$ cat src/tveio_consts.svh
// Offsets, defaults, write masks, codes and fixed levels of the encoder control registers
`ifndef TVEIO_CONSTS_SVH
`define TVEIO_CONSTS_SVH

`define TVEIO_DEV_ADDR        7'h3B
`define TVEIO_OFF_INPUT_CLOCK 8'h1D
`define TVEIO_OFF_GPIO        8'h1E
`define TVEIO_OFF_IDF         8'h1F
`define TVEIO_OFF_CD          8'h20
`define TVEIO_OFF_DC          8'h21
`define TVEIO_OFF_BCO         8'h22
`define TVEIO_OFF_TEST_AND_SOFT_RESET        8'h48
`define TVEIO_OFF_PM          8'h49

`define TVEIO_RST_INPUT_CLOCK 8'h88
`define TVEIO_RST_GPIO        8'hC0
`define TVEIO_RST_IDF         8'h00
`define TVEIO_RST_CD          8'h00
`define TVEIO_RST_DC          8'h00
`define TVEIO_RST_BCO         8'h00
`define TVEIO_RST_TEST_AND_SOFT_RESET        8'h18
`define TVEIO_RST_PM          8'h01

`define TVEIO_CD_RW_MASK      8'hC1
`define TVEIO_DC_RW_MASK      8'hDF
`define TVEIO_TEST_AND_SOFT_RESET_RW_MASK    8'h1F
`define TVEIO_READ_NONE       8'h00

`define TVEIO_FMT_YCRCB       3'h4
`define TVEIO_K3_BASE         4'h5
`define TVEIO_K3_CODE_SIX     3'h6
`define TVEIO_K3_HALF_SIX     4'hC
`define TVEIO_K3_HALF_SEVEN   4'hE
`define TVEIO_DAC_SENSE_LEVEL 10'h3FF
`define TVEIO_DAC_IDLE        10'h000
`define TVEIO_BITS_PER_BYTE   4'h8
`define TVEIO_LAST_BIT        4'h7

`endif

$ cat src/tveio_pkg.sv
// Types shared by the encoder control register block
package tveio_pkg;
	typedef enum logic [3:0] {
		TVEIO_IDLE  = 4'b0000,
		TVEIO_ADDR  = 4'b0001,
		TVEIO_ACK_A = 4'b0010,
		TVEIO_PTR   = 4'b0011,
		TVEIO_ACK_P = 4'b0100,
		TVEIO_WDATA = 4'b0101,
		TVEIO_ACK_W = 4'b0110,
		TVEIO_RDATA = 4'b0111,
		TVEIO_MACK  = 4'b1000,
		TVEIO_RLOAD = 4'b1001
	} tveio_serial_state_t;

	typedef enum logic [1:0] {
		TVEIO_PAT_LIVE = 2'b00,
		TVEIO_PAT_BARS = 2'b01,
		TVEIO_PAT_RAMP = 2'b10
	} tveio_pattern_t;
endpackage

$ cat src/tveio_reg_if.sv
// Register access carrier between serial slave and register bank
`timescale 1ns/100ps
`default_nettype none
interface tveio_reg_if;
	logic       wr;
	logic [7:0] addr;
	logic [7:0] wdata;
	logic [7:0] rdata;
	modport slave (output wr, output addr, output wdata, input rdata);
	modport bank  (input wr, input addr, input wdata, output rdata);
endinterface
`default_nettype wire

$ cat src/tveio_sync.sv
// Two flip-flop synchroniser for asynchronous pin levels
`timescale 1ns/100ps
`default_nettype none
module tveio_sync #(
	parameter int WIDTH = 1
) (
	input  wire logic             sys_clk,
	input  wire logic             resetn,
	input  wire logic [WIDTH-1:0] async_in,
	output var  logic [WIDTH-1:0] sync_out
);
	logic [WIDTH-1:0] stage1;

	always_ff @(posedge sys_clk or negedge resetn) begin
		if (!resetn) begin
			stage1   <= '0;
			sync_out <= '0;
		end else begin
			stage1   <= async_in;
			sync_out <= stage1;
		end
	end
endmodule
`default_nettype wire

$ cat src/tveio_serial_slave.sv
// Two-wire serial slave with register pointer and auto-increment
`timescale 1ns/100ps
`default_nettype none
`include "tveio_consts.svh"
module tveio_serial_slave
	import tveio_pkg::*;
(
	input  wire logic   sys_clk,
	input  wire logic   resetn,
	input  wire logic   scl_s,
	input  wire logic   sda_s,
	output var  logic   sda_oe,
	tveio_reg_if.slave  rif
);
	tveio_serial_state_t state, next_state;
	logic [3:0] bitcnt, next_bitcnt;
	logic [7:0] shreg, next_shreg;
	logic [7:0] ptr, next_ptr;
	logic       rw, next_rw;
	logic       drive, next_drive;
	logic       scl_q, sda_q;
	logic       start, stop, rise, fall;

	assign start = scl_s & scl_q & sda_q & ~sda_s;
	assign stop  = scl_s & scl_q & ~sda_q & sda_s;
	assign rise  = scl_s & ~scl_q;
	assign fall  = ~scl_s & scl_q;
	assign sda_oe    = drive;
	assign rif.addr  = ptr;
	assign rif.wdata = shreg;

	always_comb begin
		next_state  = state;
		next_bitcnt = bitcnt;
		next_shreg  = shreg;
		next_ptr    = ptr;
		next_rw     = rw;
		next_drive  = drive;
		rif.wr      = 1'b0;
		if (start) begin
			next_state  = TVEIO_ADDR;
			next_bitcnt = 4'h0;
			next_drive  = 1'b0;
		end else if (stop) begin
			next_state = TVEIO_IDLE;
			next_drive = 1'b0;
		end else begin
			case (state)
				TVEIO_ADDR, TVEIO_PTR, TVEIO_WDATA: begin
					if (rise) begin
						next_shreg  = {shreg[6:0], sda_s};
						next_bitcnt = bitcnt + 4'h1;
					end else if (fall && bitcnt == `TVEIO_BITS_PER_BYTE) begin
						next_bitcnt = 4'h0;
						next_drive  = 1'b1;
						if (state == TVEIO_ADDR) begin
							next_rw    = shreg[0];
							next_state = TVEIO_ACK_A;
							if (shreg[7:1] != `TVEIO_DEV_ADDR) begin
								next_state = TVEIO_IDLE;
								next_drive = 1'b0;
							end
						end else if (state == TVEIO_PTR) begin
							next_ptr   = shreg;
							next_state = TVEIO_ACK_P;
						end else begin
							rif.wr     = 1'b1;
							next_state = TVEIO_ACK_W;
						end
					end
				end
				TVEIO_ACK_A: begin
					if (fall) begin
						if (rw) begin
							next_shreg = rif.rdata;
							next_drive = ~rif.rdata[7];
							next_state = TVEIO_RDATA;
						end else begin
							next_drive = 1'b0;
							next_state = TVEIO_PTR;
						end
					end
				end
				TVEIO_ACK_P, TVEIO_ACK_W: begin
					if (fall) begin
						next_drive = 1'b0;
						next_state = TVEIO_WDATA;
						if (state == TVEIO_ACK_W)
							next_ptr = ptr + 8'h01;
					end
				end
				TVEIO_RDATA: begin
					if (fall) begin
						if (bitcnt == `TVEIO_LAST_BIT) begin
							next_drive  = 1'b0;
							next_bitcnt = 4'h0;
							next_ptr    = ptr + 8'h01;
							next_state  = TVEIO_MACK;
						end else begin
							next_bitcnt = bitcnt + 4'h1;
							next_shreg  = {shreg[6:0], 1'b0};
							next_drive  = ~shreg[6];
						end
					end
				end
				TVEIO_MACK: begin
					if (rise)
						next_state = sda_s ? TVEIO_IDLE : TVEIO_RLOAD;
				end
				TVEIO_RLOAD: begin
					if (fall) begin
						next_shreg = rif.rdata;
						next_drive = ~rif.rdata[7];
						next_state = TVEIO_RDATA;
					end
				end
				default: next_state = TVEIO_IDLE;
			endcase
		end
	end

	always_ff @(posedge sys_clk or negedge resetn) begin
		if (!resetn) begin
			state  <= TVEIO_IDLE;
			bitcnt <= 4'h0;
			shreg  <= 8'h00;
			ptr    <= 8'h00;
			rw     <= 1'b0;
			drive  <= 1'b0;
			scl_q  <= 1'b1;
			sda_q  <= 1'b1;
		end else begin
			state  <= next_state;
			bitcnt <= next_bitcnt;
			shreg  <= next_shreg;
			ptr    <= next_ptr;
			rw     <= next_rw;
			drive  <= next_drive;
			scl_q  <= scl_s;
			sda_q  <= sda_s;
		end
	end
endmodule
`default_nettype wire

$ cat src/tveio_regs.sv
// TV encoder I/O control and status registers behind the two-wire serial port
`timescale 1ns/100ps
`default_nettype none
`include "tveio_consts.svh"
module tveio_regs
	import tveio_pkg::*;
(
	input  wire logic        sys_clk,
	input  wire logic        resetn,
	input  wire logic        scl_in,
	input  wire logic        sda_in,
	output var  logic        sda_out,
	output var  logic        sda_oe,
	input  wire logic [1:0]  gpio_in,
	output var  logic [1:0]  gpio_out,
	output var  logic [1:0]  gpio_oe,
	input  wire logic        hsync_in,
	input  wire logic        vsync_in,
	output var  logic        hsync_out,
	output var  logic        vsync_out,
	output var  logic        sync_oe,
	input  wire logic [3:0]  dac_compare_in,
	input  wire logic        pixclk_src,
	output var  logic        pixclk_out,
	output var  logic        pixclk_oe,
	input  wire logic        tv_hsync,
	input  wire logic        tv_vsync,
	input  wire logic        tv_csync,
	input  wire logic        emb_hsync,
	input  wire logic        emb_vsync,
	output var  logic        core_hsync,
	output var  logic        core_vsync,
	input  wire logic        crystal_clk,
	input  wire logic        vco_div_clk,
	input  wire logic        field_id,
	output var  logic        csync_out,
	output var  logic        csync_oe,
	output var  logic        aux_clock_out,
	output var  logic        aux_clock_oe,
	output var  logic [3:0]  vco_output_divider,
	input  wire logic [29:0] bypass_pixels,
	input  wire logic [39:0] enc_dac,
	output var  logic [39:0] dac_out,
	output var  logic [3:0]  input_clock_delay,
	output var  logic [2:0]  input_format_field,
	output var  logic        input_buffer_select,
	output var  logic [2:0]  crystal_osc_adjust,
	output var  logic [1:0]  dac_gain_bit,
	output var  logic        dac_bypass,
	output var  logic [1:0]  test_pattern,
	output var  logic        datapath_reset_n,
	output var  logic        encoder_run,
	output var  logic [3:0]  dac_run,
	output var  logic        pll_run
);
	tveio_reg_if rif ();

	logic [7:0] input_clock, next_input_clock;
	logic [7:0] general_pin_control, next_general_pin_control;
	logic [7:0] input_format_control, next_input_format_control;
	logic [7:0] connection_detect, next_connection_detect;
	logic [7:0] dac_control, next_dac_control;
	logic [7:0] buffered_clock_output, next_buffered_clock_output;
	logic [7:0] test_and_soft_reset, next_test_and_soft_reset;
	logic [7:0] power_management, next_power_management;
	logic [3:0] dac_detect_flag, next_dac_detect_flag;
	logic       sense_q, next_sense_q;
	logic [39:0] next_dac_out;
	logic       scl_s, sda_s, hs_s, vs_s;
	logic [1:0] gpio_s;
	logic [3:0] cmp_s;
	logic [1:0] pin_level, pin_direction;
	logic [7:0] gpio_read;
	logic       sense, full_power_down, register_soft_reset;
	logic       hs_norm, vs_norm, use_embedded, aux_sel_sig;
	logic [2:0] aux_clock_select, vco_divider_select;
	logic [1:0] sync_output_select;

	////////////////////////////////////////////////////////////////
	// Pin synchronisers and serial slave
	tveio_sync #(.WIDTH(10)) u_sync (
		.sys_clk  (sys_clk),
		.resetn   (resetn),
		.async_in ({scl_in, sda_in, hsync_in, vsync_in, gpio_in, dac_compare_in}),
		.sync_out ({scl_s, sda_s, hs_s, vs_s, gpio_s, cmp_s})
	);

	tveio_serial_slave u_slave (
		.sys_clk (sys_clk),
		.resetn  (resetn),
		.scl_s   (scl_s),
		.sda_s   (sda_s),
		.sda_oe  (sda_oe),
		.rif     (rif)
	);

	assign sda_out = 1'b0;

	////////////////////////////////////////////////////////////////
	// Field views
	assign pin_direction       = general_pin_control[7:6];
	assign pin_level           = general_pin_control[5:4];
	assign sense               = connection_detect[0];
	assign full_power_down     = power_management[0];
	assign register_soft_reset = test_and_soft_reset[4];
	assign sync_output_select  = dac_control[4:3];
	assign aux_clock_select    = buffered_clock_output[2:0];
	assign vco_divider_select  = buffered_clock_output[7:5];

	assign gpio_read = {general_pin_control[7:6],
		pin_direction[1] ? gpio_s[1] : pin_level[1],
		pin_direction[0] ? gpio_s[0] : pin_level[0],
		general_pin_control[3:0]};

	////////////////////////////////////////////////////////////////
	// Register read mux
	always_comb begin
		case (rif.addr)
			`TVEIO_OFF_INPUT_CLOCK: rif.rdata = input_clock;
			`TVEIO_OFF_GPIO:        rif.rdata = gpio_read;
			`TVEIO_OFF_IDF:         rif.rdata = input_format_control;
			`TVEIO_OFF_CD:          rif.rdata = {connection_detect[7:6], 1'b0,
				dac_detect_flag, connection_detect[0]};
			`TVEIO_OFF_DC:          rif.rdata = dac_control & `TVEIO_DC_RW_MASK;
			`TVEIO_OFF_BCO:         rif.rdata = buffered_clock_output;
			`TVEIO_OFF_TEST_AND_SOFT_RESET:        rif.rdata = test_and_soft_reset & `TVEIO_TEST_AND_SOFT_RESET_RW_MASK;
			`TVEIO_OFF_PM:          rif.rdata = power_management;
			default:                rif.rdata = `TVEIO_READ_NONE;
		endcase
	end

	////////////////////////////////////////////////////////////////
	// Register write and soft reset
	always_comb begin
		next_input_clock           = input_clock;
		next_general_pin_control   = general_pin_control;
		next_input_format_control  = input_format_control;
		next_connection_detect     = connection_detect;
		next_dac_control           = dac_control;
		next_buffered_clock_output = buffered_clock_output;
		next_test_and_soft_reset   = test_and_soft_reset;
		next_power_management      = power_management;
		next_dac_detect_flag       = dac_detect_flag;
		next_sense_q               = sense;
		if (sense_q && !sense)
			next_dac_detect_flag = cmp_s;
		if (!register_soft_reset) begin
			next_input_clock           = `TVEIO_RST_INPUT_CLOCK;
			next_general_pin_control   = `TVEIO_RST_GPIO;
			next_input_format_control  = `TVEIO_RST_IDF;
			next_connection_detect     = `TVEIO_RST_CD;
			next_dac_control           = `TVEIO_RST_DC;
			next_buffered_clock_output = `TVEIO_RST_BCO;
			next_test_and_soft_reset   = `TVEIO_RST_TEST_AND_SOFT_RESET;
			next_power_management      = `TVEIO_RST_PM;
			next_dac_detect_flag       = 4'h0;
			next_sense_q               = 1'b0;
		end else if (rif.wr) begin
			case (rif.addr)
				`TVEIO_OFF_INPUT_CLOCK: next_input_clock = rif.wdata;
				`TVEIO_OFF_GPIO:        next_general_pin_control = rif.wdata;
				`TVEIO_OFF_IDF:         next_input_format_control = rif.wdata;
				`TVEIO_OFF_CD:          next_connection_detect = rif.wdata & `TVEIO_CD_RW_MASK;
				`TVEIO_OFF_DC:          next_dac_control = rif.wdata & `TVEIO_DC_RW_MASK;
				`TVEIO_OFF_BCO:         next_buffered_clock_output = rif.wdata;
				`TVEIO_OFF_TEST_AND_SOFT_RESET:        next_test_and_soft_reset = rif.wdata & `TVEIO_TEST_AND_SOFT_RESET_RW_MASK;
				`TVEIO_OFF_PM:          next_power_management = rif.wdata;
				default:                next_input_clock = input_clock;
			endcase
		end
	end

	always_ff @(posedge sys_clk or negedge resetn) begin
		if (!resetn) begin
			input_clock           <= `TVEIO_RST_INPUT_CLOCK;
			general_pin_control   <= `TVEIO_RST_GPIO;
			input_format_control  <= `TVEIO_RST_IDF;
			connection_detect     <= `TVEIO_RST_CD;
			dac_control           <= `TVEIO_RST_DC;
			buffered_clock_output <= `TVEIO_RST_BCO;
			test_and_soft_reset   <= `TVEIO_RST_TEST_AND_SOFT_RESET;
			power_management      <= `TVEIO_RST_PM;
			dac_detect_flag       <= 4'h0;
			sense_q               <= 1'b0;
		end else begin
			input_clock           <= next_input_clock;
			general_pin_control   <= next_general_pin_control;
			input_format_control  <= next_input_format_control;
			connection_detect     <= next_connection_detect;
			dac_control           <= next_dac_control;
			buffered_clock_output <= next_buffered_clock_output;
			test_and_soft_reset   <= next_test_and_soft_reset;
			power_management      <= next_power_management;
			dac_detect_flag       <= next_dac_detect_flag;
			sense_q               <= next_sense_q;
		end
	end

	////////////////////////////////////////////////////////////////
	// Control field outputs and power gating
	assign input_clock_delay   = input_clock[3:0];
	assign input_format_field  = input_format_control[2:0];
	assign input_buffer_select = input_format_control[7];
	assign crystal_osc_adjust  = {connection_detect[6], dac_control[7:6]};
	assign dac_gain_bit        = dac_control[2:1];
	assign dac_bypass          = dac_control[0];
	assign datapath_reset_n    = resetn & test_and_soft_reset[3];
	assign encoder_run         = power_management[5] & ~full_power_down;
	assign dac_run             = ~power_management[4:1] & {4{~full_power_down}};
	assign pll_run             = ~full_power_down;

	always_comb begin
		case (test_and_soft_reset[1:0])
			2'b00:   test_pattern = TVEIO_PAT_LIVE;
			2'b01:   test_pattern = TVEIO_PAT_BARS;
			default: test_pattern = TVEIO_PAT_RAMP;
		endcase
	end

	assign gpio_out = pin_level;
	assign gpio_oe  = ~pin_direction;

	assign pixclk_out = pixclk_src ^ general_pin_control[0];
	assign pixclk_oe  = general_pin_control[1] & ~full_power_down;

	////////////////////////////////////////////////////////////////
	// Sync handling
	assign hs_norm = input_format_control[3] ? hs_s : ~hs_s;
	assign vs_norm = input_format_control[4] ? vs_s : ~vs_s;
	assign use_embedded = input_format_control[6]
		& (input_format_field == `TVEIO_FMT_YCRCB);
	assign core_hsync = use_embedded ? emb_hsync : hs_norm;
	assign core_vsync = use_embedded ? emb_vsync : vs_norm;
	assign hsync_out = input_format_control[3] ? tv_hsync : ~tv_hsync;
	assign vsync_out = input_format_control[4] ? tv_vsync : ~tv_vsync;
	assign sync_oe = input_format_control[5] & encoder_run & ~dac_bypass;

	always_comb begin
		case (sync_output_select)
			2'b01:   csync_out = core_hsync;
			2'b10:   csync_out = tv_csync;
			2'b11:   csync_out = tv_hsync;
			default: csync_out = 1'b0;
		endcase
	end
	assign csync_oe = (sync_output_select != 2'b00) & ~full_power_down;

	////////////////////////////////////////////////////////////////
	// Buffered clock output and divider
	always_comb begin
		case (aux_clock_select)
			3'b000:  aux_sel_sig = crystal_clk;
			3'b010:  aux_sel_sig = vco_div_clk;
			3'b011:  aux_sel_sig = field_id;
			3'b110:  aux_sel_sig = core_vsync;
			3'b111:  aux_sel_sig = tv_vsync;
			default: aux_sel_sig = 1'b0;
		endcase
	end
	assign aux_clock_out = buffered_clock_output[3] ? aux_sel_sig : ~aux_sel_sig;
	assign aux_clock_oe  = buffered_clock_output[4] & ~full_power_down;

	always_comb begin
		if (vco_divider_select < `TVEIO_K3_CODE_SIX)
			vco_output_divider = {1'b0, vco_divider_select} + `TVEIO_K3_BASE;
		else if (vco_divider_select == `TVEIO_K3_CODE_SIX)
			vco_output_divider = `TVEIO_K3_HALF_SIX;
		else
			vco_output_divider = `TVEIO_K3_HALF_SEVEN;
	end

	////////////////////////////////////////////////////////////////
	// DAC data path select
	always_comb begin
		if (sense)
			next_dac_out = {4{`TVEIO_DAC_SENSE_LEVEL}};
		else if (dac_bypass)
			next_dac_out = {`TVEIO_DAC_IDLE, bypass_pixels};
		else
			next_dac_out = enc_dac;
	end

	always_ff @(posedge sys_clk or negedge resetn) begin
		if (!resetn)
			dac_out <= {4{`TVEIO_DAC_IDLE}};
		else
			dac_out <= next_dac_out;
	end
endmodule
`default_nettype wire

$ cat config.mk
export PLATFORM = sky130hd
export DESIGN_NAME = tveio_regs
export DESIGN_NICKNAME = d
export VERILOG_FILES = /design/src/tveio_pkg.sv /design/src/tveio_reg_if.sv /design/src/tveio_sync.sv /design/src/tveio_serial_slave.sv /design/src/tveio_regs.sv
export VERILOG_INCLUDE_DIRS = /design/src
export SDC_FILE = /design/constraint.sdc
export NUM_CORES = 1
export LEC_CHECK = 0
export CAP_MARGIN = 20
export CORE_MARGIN = 2
export CORE_UTILIZATION = 58
export DETAILED_ROUTE_END_ITERATION = 16
export DONT_BUFFER_PORTS = 1
export HOLD_SLACK_MARGIN = 0.08
export PLACE_DENSITY = 0.73
export SKIP_LAST_GASP = 1
export SYNTH_ARGS = -nofsm -noshare
export SYNTH_HDL_FRONTEND = slang
export SYNTH_HIERARCHICAL = 1
export SYNTH_SLANG_ARGS = --single-unit
$ cat constraint.sdc
create_clock -name sys_clk -period 2.4 [get_ports sys_clk]
set_input_delay 0.48 -clock sys_clk [delete_from_list [all_inputs] [get_ports sys_clk]]
set_output_delay 0.48 -clock sys_clk [all_outputs]
set_load 0.01 [all_outputs]
=== Word level (Yosys, flattened, before mapping) ===
Cells that the tools add are included.

* Flip-flop bits (word level): 154
* Latch bits: 0
* Bits in writable memories: 0
* Bits in read-only memories: 0
* Input port bits: 91
* Output and inout port bits: 84
* Word-level logic and storage cells: 254
* Memories: 0

* Add/subtract/negate cells: 3
* Multiply operators: 0
* Div/mod/pow operators: 0
* Order comparisons: 1
* Eq/ne operators: 64
* Shift-type cells: 0
* Muxes and demuxes: 103
* Bitwise gates (word level): 35
* Reduce and logical (&&, ||, !) cells: 26

{| class="wikitable"
|+ Operator list
! cell !! count
|-
| 8-bit 2-to-1 mux || 35
|-
| 4-bit 2-to-1 mux || 21
|-
| 40-bit 2-to-1 mux || 2
|-
| 8-bit one-hot mux with 8 select lines || 1
|-
| 2-bit by 1-bit inequality test with 1-bit output, second input constant || 20
|-
| 4-bit by 1-bit inequality test with 1-bit output, second input constant || 8
|-
| 8-bit one-hot mux with 4 select lines || 1
|-
| 1-bit 2-to-1 mux || 29
|-
| 8-bit by 5-bit equality test with 1-bit output, second input constant || 3
|-
| 8-bit by 6-bit equality test with 1-bit output, second input constant || 3
|-
| 4-bit one-hot mux with 6 select lines || 1
|-
| 8-bit one-hot mux with 3 select lines || 1
|-
| 4-bit by 3-bit equality test with 1-bit output, second input constant || 5
|-
| 8-bit by 7-bit equality test with 1-bit output, second input constant || 2
|-
| 1-bit inverter || 16
|-
| 2-bit AND reduction || 8
|-
| 1-bit bitwise AND || 15
|-
| 5-bit 2-to-1 mux || 3
|-
| 3-bit equality test, second input constant || 4
|-
| 4-bit equality test, second input constant || 3
|-
| 11-bit AND reduction || 1
|-
| 1-bit one-hot mux with 5 select lines || 2
|-
| 9-bit AND reduction || 1
|-
| 8-bit by 1-bit adder with 8-bit output, second input constant || 1
|-
| other kinds (35) || 46
|}

=== Logic depth before layout (Yosys ltp) ===
Gate-level depths: netlist (run 1).

* Depth after elaboration: 10
* Depth in mapped cells: 10
* Depth with buffers taken out: 9

=== Cells and area by module ===
Netlist (run 1), hierarchy kept.

{| class="wikitable"
|+ By module, submodules not included
! module !! instances !! cells an instance !! area each (um^2) !! seq. area each (um^2)
|-
| tveio_regs || 1 || 480 || 5,220.0 || 2,511.2
|-
| tveio_serial_slave || 1 || 215 || 2,000.7 || 703.2
|-
| tveio_sync || 1 || 20 || 500.5 || 500.5
|}

=== Worst setup path after synthesis (run 1) ===
No wires, ideal clock.

* Path kind: flip-flop to flip-flop
* From: register u_slave.state[2]
* To: register buffered_clock_output[0]
* Setup time: 120 ps
* Arrival time: 2,393 ps
* Required time: 2,280 ps
* Setup slack: -113 ps
* Cell stages (with the launch flop): 11
* Path buffers: 3
* Clock period less this slack: 2,513 ps
* Cells stage by stage: dfrtp_1 > buf_2 > clkbuf_1 > nor2b_1 > nand4b_1 > nor2_1 > nand3b_1 > or4b_1 > buf_2 > mux2i_1 > nor2b_1

* Cells in the longest elaborated chain, start to end: 10
* Elaborated cells on any way between the ends: 13
* Those cells by class: 4 x eq/ne; 7 x mux; 2 x reduce/logical

{| class="wikitable"
|+ RTL lines
! what !! line !! text
|-
| start, declared || tveio_serial_slave.sv:15 || <nowiki>tveio_serial_state_t state, next_state;</nowiki>
|-
| start signal, assigned || tveio_serial_slave.sv:133 || <nowiki>state <= next_state;</nowiki>
|-
| 4-bit by 2-bit equality test with 1-bit output || tveio_serial_slave.sv:48, tveio_serial_slave.sv:63 ||
|-
| 1-bit 2-to-1 mux || tveio_serial_slave.sv:63 || <nowiki>end else if (state == TVEIO_PTR) begin</nowiki>
|-
| 1-bit 2-to-1 mux || tveio_serial_slave.sv:56 || <nowiki>if (state == TVEIO_ADDR) begin</nowiki>
|-
| 1-bit 2-to-1 mux || tveio_serial_slave.sv:53 || <nowiki>end else if (fall && bitcnt == `TVEIO_BITS_PER_BYTE) begin</nowiki>
|-
| 1-bit 2-to-1 mux || tveio_serial_slave.sv:50 || <nowiki>if (rise) begin</nowiki>
|-
| 1-bit 2-to-1 mux (*) || tveio_serial_slave.sv:48 || <nowiki>case (state)</nowiki>
|-
| 1-bit 2-to-1 mux (*) || tveio_serial_slave.sv:44 || <nowiki>end else if (stop) begin</nowiki>
|-
| 1-bit 2-to-1 mux (*) || tveio_serial_slave.sv:40 || <nowiki>if (start) begin</nowiki>
|-
| named net rif.wr || tveio_reg_if.sv:5 || <nowiki>logic wr;</nowiki>
|-
| 2-bit inequality test (no source line) (*) || -- ||
|-
| 2-bit AND reduction (no source line) (*) || -- ||
|-
| end signal, assigned || tveio_regs.sv:180 || <nowiki>buffered_clock_output <= `TVEIO_RST_BCO;</nowiki>
|-
| end signal, assigned || tveio_regs.sv:191 || <nowiki>buffered_clock_output <= next_buffered_clock_output;</nowiki>
|-
| end, declared || tveio_regs.sv:63 || <nowiki>logic [7:0] buffered_clock_output, next_buffered_clock_output;</nowiki>
|}

The timed path passes the listed nets; every way through them passes the cells marked *.
A chain may end at the register's enable or synchronous reset.

=== Worst setup path in the final report (run 1) ===
* From: register input_format_control[1]
* To: output aux_clock_out

* Cells in the longest elaborated chain, start to end: 6

{| class="wikitable"
|+ RTL lines
! what !! line !! text
|-
| start, declared || tveio_regs.sv:60 || <nowiki>logic [7:0] input_format_control, next_input_format_control;</nowiki>
|-
| start signal, assigned || tveio_regs.sv:177 || <nowiki>input_format_control <= `TVEIO_RST_IDF;</nowiki>
|-
| start signal, assigned || tveio_regs.sv:188 || <nowiki>input_format_control <= next_input_format_control;</nowiki>
|-
| 3-bit equality test (no source line) (*) || -- ||
|-
| 1-bit bitwise AND (*) || tveio_regs.sv:230 || <nowiki>assign use_embedded = input_format_control[6]</nowiki>
|-
| 1-bit 2-to-1 mux (*) || tveio_regs.sv:233 || <nowiki>assign core_vsync = use_embedded ? emb_vsync : vs_norm;</nowiki>
|-
| named net core_vsync || tveio_regs.sv:32 || <nowiki>output var logic core_vsync,</nowiki>
|-
| 1-bit one-hot mux with 5 select lines (*) || tveio_regs.sv:251 || <nowiki>case (aux_clock_select)</nowiki>
|-
| 1-bit inverter || tveio_regs.sv:260 || <nowiki>assign aux_clock_out = buffered_clock_output[3] ? aux_sel_sig : ~aux_sel_sig;</nowiki>
|-
| 1-bit 2-to-1 mux (*) || tveio_regs.sv:260 ||
|-
| end, declared || tveio_regs.sv:38 || <nowiki>output var logic aux_clock_out,</nowiki>
|}

Marks and branches as above.

==> results.json, run 1 <==
{
  "yosysTopAreaCell": "dfrtp_1",
  "die_w_microns": 119,
  "rsz0062_at_grt": "true",
  "synth.area.top_cells": "dfrtp_1 45%, mux2i_1 9.2%, nor2b_1 7.0%, a211o_1 3.6%, mux2_2 3.4%",
  "clock_latency_ns": 0.42,
  "dp_hpwl_microns": 13400,
  "critPathMaxFanout": 4,
  "antenna_found_initial": 1,
  "synth_edf_count": 0,
  "grt_pass1_vias": 5691,
  "worst-path-buf-inv": 0,
  "fin_crit_ns": 2.42,
  "final_core_util_pct": 65.6,
  "area_growth_pct": 11.7,
  "coreArea_sq_mm": 0.0131,
  "crit_path_start_kind": "flip-flop",
  "hold_violations": 148,
  "violations": "negative hold slack, negative setup slack",
  "fin_skew_ns": 0.00576,
  "critPathTopFamily": "flip-flops",
  "track_usage_pct": 27.9,
  "yosys_warnings": 6,
  "synthTopCellsByCount": "139 x dfrtp_1, 87 x nor2b_1, 71 x mux2i_1, 38 x nand2_1, 32 x a211o_1",
  "cts_buffers": 17,
  "synthArstFlopShare_pct": 100,
  "synth_ff_type": "dfrtp_1",
  "drt_pass1_iterations": 5,
  "cts_hold_buffers": 10,
  "leakagePower_nw": 3.91,
  "crit_type": "flip-flop to output pin",
  "drv_cap": 0,
  "place_congestion": 0.894,
  "die_h_microns": 119,
  "grt_max_degree": 150,
  "max-slew-margin-rel_pct": 53.1,
  "vias": 5618,
  "drv_slew": 0,
  "worstPathArrival_ns": 1.94,
  "cts_tree": "built",
  "report.power.total_mw": 7.75,
  "yosys.cell_types.count": 71,
  "max_freq_mhz": 413,
  "grt_pass1_wl_microns": 30600,
  "yosysMostFrequentCell": "dfrtp_1",
  "path_clk_slew_ns": 0.06,
  "rows": 42,
  "ys_ff_latch": 148,
  "wire_per_inst_microns": 21.2,
  "htree_num_levels": 4,
  "cp_data_required_time_ns": 1.92,
  "syn_area_per_cell_sq_um": 10.8,
  "holdCritPathClass": "input port to asynchronous set/reset pin",
  "drive_gt1_share_pct": 17.2,
  "die_area_sq_mm": 0.0143,
  "cts_sinks": 148,
  "syn_area_sq_mm": 0.00772,
  "worst_pin_slew_ns": 0.696,
  "status": "complete, but fails checks",
  "syn_nets": 811,
  "yosysSeqAreaShare_pct": 48.1,
  "clock_path_buffers": 2,
  "nets": 817,
  "cts_root_buf": "clkbuf_16",
  "path_cells": "nand4bb_4, mux2_2, o32ai_4, xor2_2",
  "timing.final.crit_share_pct": 101,
  "powerDensity_mw_per_mm2": 899,
  "vdd_drop_max_v": 0.000629,
  "ios": 175,
  "yosysTopAreaCellShare_pct": 45.0,
  "setup_violations": 1,
  "portBuffers": 0,
  "ant_nets": 0,
  "drt-initial-drc-count": 466,
  "hold-worst-slack_ns": -0.245,
  "routed_wl_microns": 19300,
  "via_per_inst": 6.17,
  "slowest_delay_ns": 0.45,
  "setup_ws_ns": -0.0220,
  "crit_slowest_cell": "dfrtp_2",
  "start_util_pct": 58.8,
  "syn_inst": 715,
  "grt-ovfl-total": 0,
  "cp-end-kind": "output pin",
  "drc": 0,
  "num_antenna_cells": 0
}
==> path summary, 6_finish.rpt <==
path / to / slack, ns / from / cells after the start
setup / recovery: aux_clock_out / -0.02 / input_format_control[1] / 4
hold / removal: u_sync/sync_out[5] / -0.25 / resetn / 0
setup reg to reg: buffered_clock_output[3] / 0.10 / u_slave/bitcnt[0] / 10
hold reg to reg: u_sync/sync_out[4] / 0.35 / u_sync/stage1[4] / 0
max in group asynchronous: test_and_soft_reset[3] / 2.39 / resetn / 0
min in group sys_clk: dac_out[38] / 0.18 / enc_dac[38] / 1
==> power by group <==
part / switching, mW / leakage, nW / internal (mW) / total [mW]
sequential: 0.377 / 1.86 / 2.73 / 3.10
combinational: 1.22 / 1.77 / 0.921 / 2.14
clock: 1.02 / 0.274 / 1.48 / 2.50
total: 2.62 / 3.91 / 5.13 / 7.75
==> layout by cell type, fill, tap and decap left out, types with 7 or more instances in the layout <==
cell type      instances
dfrtp_1              137
nor2b_1               87
mux2i_1               71
nand2_1               38
buf_4                 35
a211o_1               32
nor2_1                29
a21oi_1               25
mux2_2                23
nand3_1               20
o21ai_0               18
clkbuf_16             17
inv_1                 14
a21o_1                13
nand4_1               10
dlygate4sd3_1         10
dfstp_2                9
and2_1                 7
nand3b_1               7
a21boi_0               7
==> sequential cells by signal (all words and copies together), names as in the netlist <==
| register | cells |
|---|---|
| u_slave/sda_oe | 1 |
| u_slave/sda_q | 1 |
| buffered_clock_output | 8 |
| dac_out | 40 |
| general_pin_control | 8 |
| u_sync/sync_out | 10 |
| u_slave/scl_q | 1 |
| u_sync/stage1 | 10 |
| u_slave/rw | 1 |
| u_slave/rif.wdata | 8 |
| sense_q | 1 |
| input_format_control | 8 |
| u_slave/bitcnt | 4 |
| u_slave/rif.addr | 8 |
| test_and_soft_reset | 5 |
| power_management | 8 |
| connection_detect | 3 |
| input_clock | 8 |
| dac_detect_flag | 4 |
| dac_control | 7 |
| u_slave/state | 4 |
==> cells by family (layout without fill, tap and decap cells) <==
logic type	Yosys count	count (layout)	share of synthesized area [%]
and+or+nand+nor	239	239	18.2
DFF	148	148	48.1
AOI/OAI and AO/OA	145	145	14.5
muxes	95	95	12.7
buffers and inverters	74	93	4.68
xor gates and xnor gates	8	8	0.908
adders and majority gates	5	5	0.810
other	1	1	0.0486
==> per-stage QoR <==
step	instance area (sq um)	setup TNS, ns	hold WS (ns)	instances	setup slack, ns
2_1_floorplan	7720	0	0.184	715	0.0141
3_3_place_gp	7900	0	0.189	867	0.171
3_5_place_dp	7900	0	0.188	867	0.0576
4_1_cts	8600	-0.0539	-0.262	909	-0.0539
5_1_grt	8620	-0.108	-0.269	910	-0.101
6_report	8620	-0.0220	-0.245	910	-0.0220
==> per-layer routing <==
metal	vias up	share of wire [%]	track usage, %
li1	2561	-	-
met1	2776	41	36.1
met2	256	50	45.8
met3	25	7.3	7.23
met4	0	1.6	9.93
met5	-	0	0
==> area by class of cell <==
type / instances / area, sq um
clock inverters: 11 / 100
repair buffers: 46 / 374
inverters: 15 / 56.3
flip-flops and latches: 148 / 3720
fillers: 1068 / 4510
multi-input cells: 493 / 3690
well taps: 176 / 220
clock buffers: 21 / 460
==> timing repair <==
action / 4_1_cts / 5_1_grt
pin swaps: 1 / 2
buffers inserted: 0 / 1
resized for setup: 5 / 5
endpoints found under the hold margin: 158 / 148
cloned: 0 / 0
endpoints found under the setup margin: 1 / 9
Note: power is estimated with default switching activity, not from simulation.
==> run 2: changes to the inputs <==
--- a/config.mk
+++ b/config.mk
@@ -11,6 +11,7 @@
 export CORE_UTILIZATION = 58
 export DETAILED_ROUTE_END_ITERATION = 16
 export DONT_BUFFER_PORTS = 1
+export GPL_TIMING_DRIVEN = 0
 export HOLD_SLACK_MARGIN = 0.08
 export PLACE_DENSITY = 0.73
 export SKIP_LAST_GASP = 1
==> results.json, run 2 (synthesized netlist as in run 1, its figures left out) <==
{
  "die_w_microns": 119,
  "worst_pin_slew_ns": 0.646,
  "ios": 175,
  "via_per_inst": 6.16,
  "holdCritPathClass": "input port to asynchronous set/reset pin",
  "vdd_drop_max_v": 0.000490,
  "place_congestion": 0.892,
  "leakagePower_nw": 4.07,
  "cts_sinks": 148,
  "vias": 5869,
  "regMostFlops": "dac_out",
  "start_util_pct": 58.8,
  "grt_max_degree": 150,
  "path_cells": "nand4bb_4, mux2_4, o32ai_4, xor2_2",
  "largest_reg_flops": 40,
  "cts_buffers": 17,
  "dp_hpwl_microns": 14000,
  "rows": 42,
  "area_growth_pct": 16.1,
  "final_common_cell": "dfrtp_1",
  "timing.final.crit_share_pct": 101,
  "max-slew-margin-rel_pct": 57.0,
  "worst-path-buf-inv": 0,
  "status": "complete, but fails checks",
  "final_core_util_pct": 68.2,
  "coreArea_sq_mm": 0.0131,
  "track_usage_pct": 29.3,
  "cts_tree": "built",
  "setup_ws_ns": -0.0121,
  "grt-ovfl-total": 0,
  "cp-end-kind": "output pin",
  "hold_violations": 143,
  "drt-initial-drc-count": 434,
  "portBuffers": 0,
  "place_ws_ns": -0.570,
  "wire_per_inst_microns": 21.4,
  "setup_violations": 1,
  "path_clk_slew_ns": 0.06,
  "clock_latency_ns": 0.43,
  "critPathMaxFanout": 2,
  "die_h_microns": 119,
  "crit_slowest_cell": "dfrtp_1",
  "worstPathArrival_ns": 1.93,
  "crit_type": "flip-flop to output pin",
  "cp_data_required_time_ns": 1.92,
  "report.power.total_mw": 8.01,
  "final_cell_mix": "136 x dfrtp_1, 86 x nor2b_1, 71 x mux2i_1",
  "ant_nets": 0,
  "drv_cap": 0,
  "placedCellCount": 891,
  "htree_num_levels": 4,
  "antenna_found_initial": 2,
  "fin_cells": 952,
  "top_regs": "dac_out x40, u_sync/stage1 x10, u_sync/sync_out x10",
  "max_freq_mhz": 415,
  "slowest_delay_ns": 0.38,
  "crit_path_start_kind": "flip-flop",
  "drc": 0,
  "critPathTopFamily": "flip-flops",
  "clock_path_buffers": 2,
  "powerDensity_mw_per_mm2": 893,
  "drv_slew": 0,
  "cts_hold_buffers": 10,
  "die_area_sq_mm": 0.0143,
  "cts_root_buf": "clkbuf_16",
  "grt_pass1_vias": 6087,
  "violations": "negative hold slack, negative setup slack",
  "fin_crit_ns": 2.41,
  "nets": 856,
  "rsz0062_at_grt": "true",
  "drt_pass1_iterations": 7,
  "hold-worst-slack_ns": -0.255,
  "grt_pass1_wl_microns": 32000,
  "routed_wl_microns": 20400,
  "fin_skew_ns": 0.00987,
  "drive_gt1_share_pct": 19.1
}
## run 2: cell count changes in the layout (fill, tap and decap cells not counted), sizes merged
cell,change
clkbuf,+25
buf,+11
inv,+4
diode,+3
clkinv,-2
bufinv,+1
## run 2: metrics by stage
step                      cell area, sq um  setup TNS, ns
final                                 8960        -0.0121
after global routing                  8960         -0.150
after CTS                             8780        -0.0878
after detailed placement              7940         -18.69
after global placement                7940         -16.89
after floorplan                       7720              0
## run 2: cell type report
class,count,area (sq um)
Buffer,55,308
Antenna cell,3,7.51
Tap cell,176,220
Inverter,15,56.3
Clock buffer,18,439
Sequential cell,148,3720
Fill cell,1013,4180
Multi-Input combinational cell,493,3740
Clock inverter,14,166
Timing Repair Buffer,30,305
## run 2: final timing paths
path / endpoint / slack [ns] / from / cells past startpoint
max: aux_clock_out / -0.01 / input_format_control[1] / 4
min: u_sync/sync_out[4] / -0.25 / resetn / 0
max reg2reg: u_slave/rif.wdata[2] / 0.09 / u_slave/rif.addr[1] / 8
min reg2reg: u_sync/sync_out[5] / 0.35 / u_sync/stage1[5] / 0
max in group asynchronous: test_and_soft_reset[3] / 2.32 / resetn / 0
min in group sys_clk: dac_out[38] / 0.16 / enc_dac[38] / 1
## run 2: where the power goes
part           leakage, nW  switching [mW]  internal [mW]
clock network        0.294            1.13           1.59
registers             1.86           0.488           2.73
logic                 1.91            1.16          0.916
total                 4.07            2.77           5.24
## run 2: worst register-to-register path, cell delays in order (launching register included)
cell     delay (ns)
dfrtp_2        0.41
buf_4          0.21
buf_6          0.20
mux2_2         0.35
a22oi_1        0.23
o32a_1         0.20
o21ai_0        0.08
mux2_2         0.27
mux2_2         0.26
## run 2: metal layers
layer | vias up | GRT usage, % | wire length [microns]
met3 | 38 | 8.67 | 1640
met4 | 0 | 13.4 | 598
met2 | 269 | 48.1 | 10200
met5 | - | 0 | 0
met1 | 2914 | 35.7 | 7970
li1 | 2648 | - | -
## run 2: timing repair
item                                    4_1_cts  5_1_grt
pin swaps                                     3        7
endpoints found under the setup margin       63       52
setup buffers                                 7       13
gates resized for setup                      17       17
endpoints found under the hold margin       158      148
cloned                                        0        1
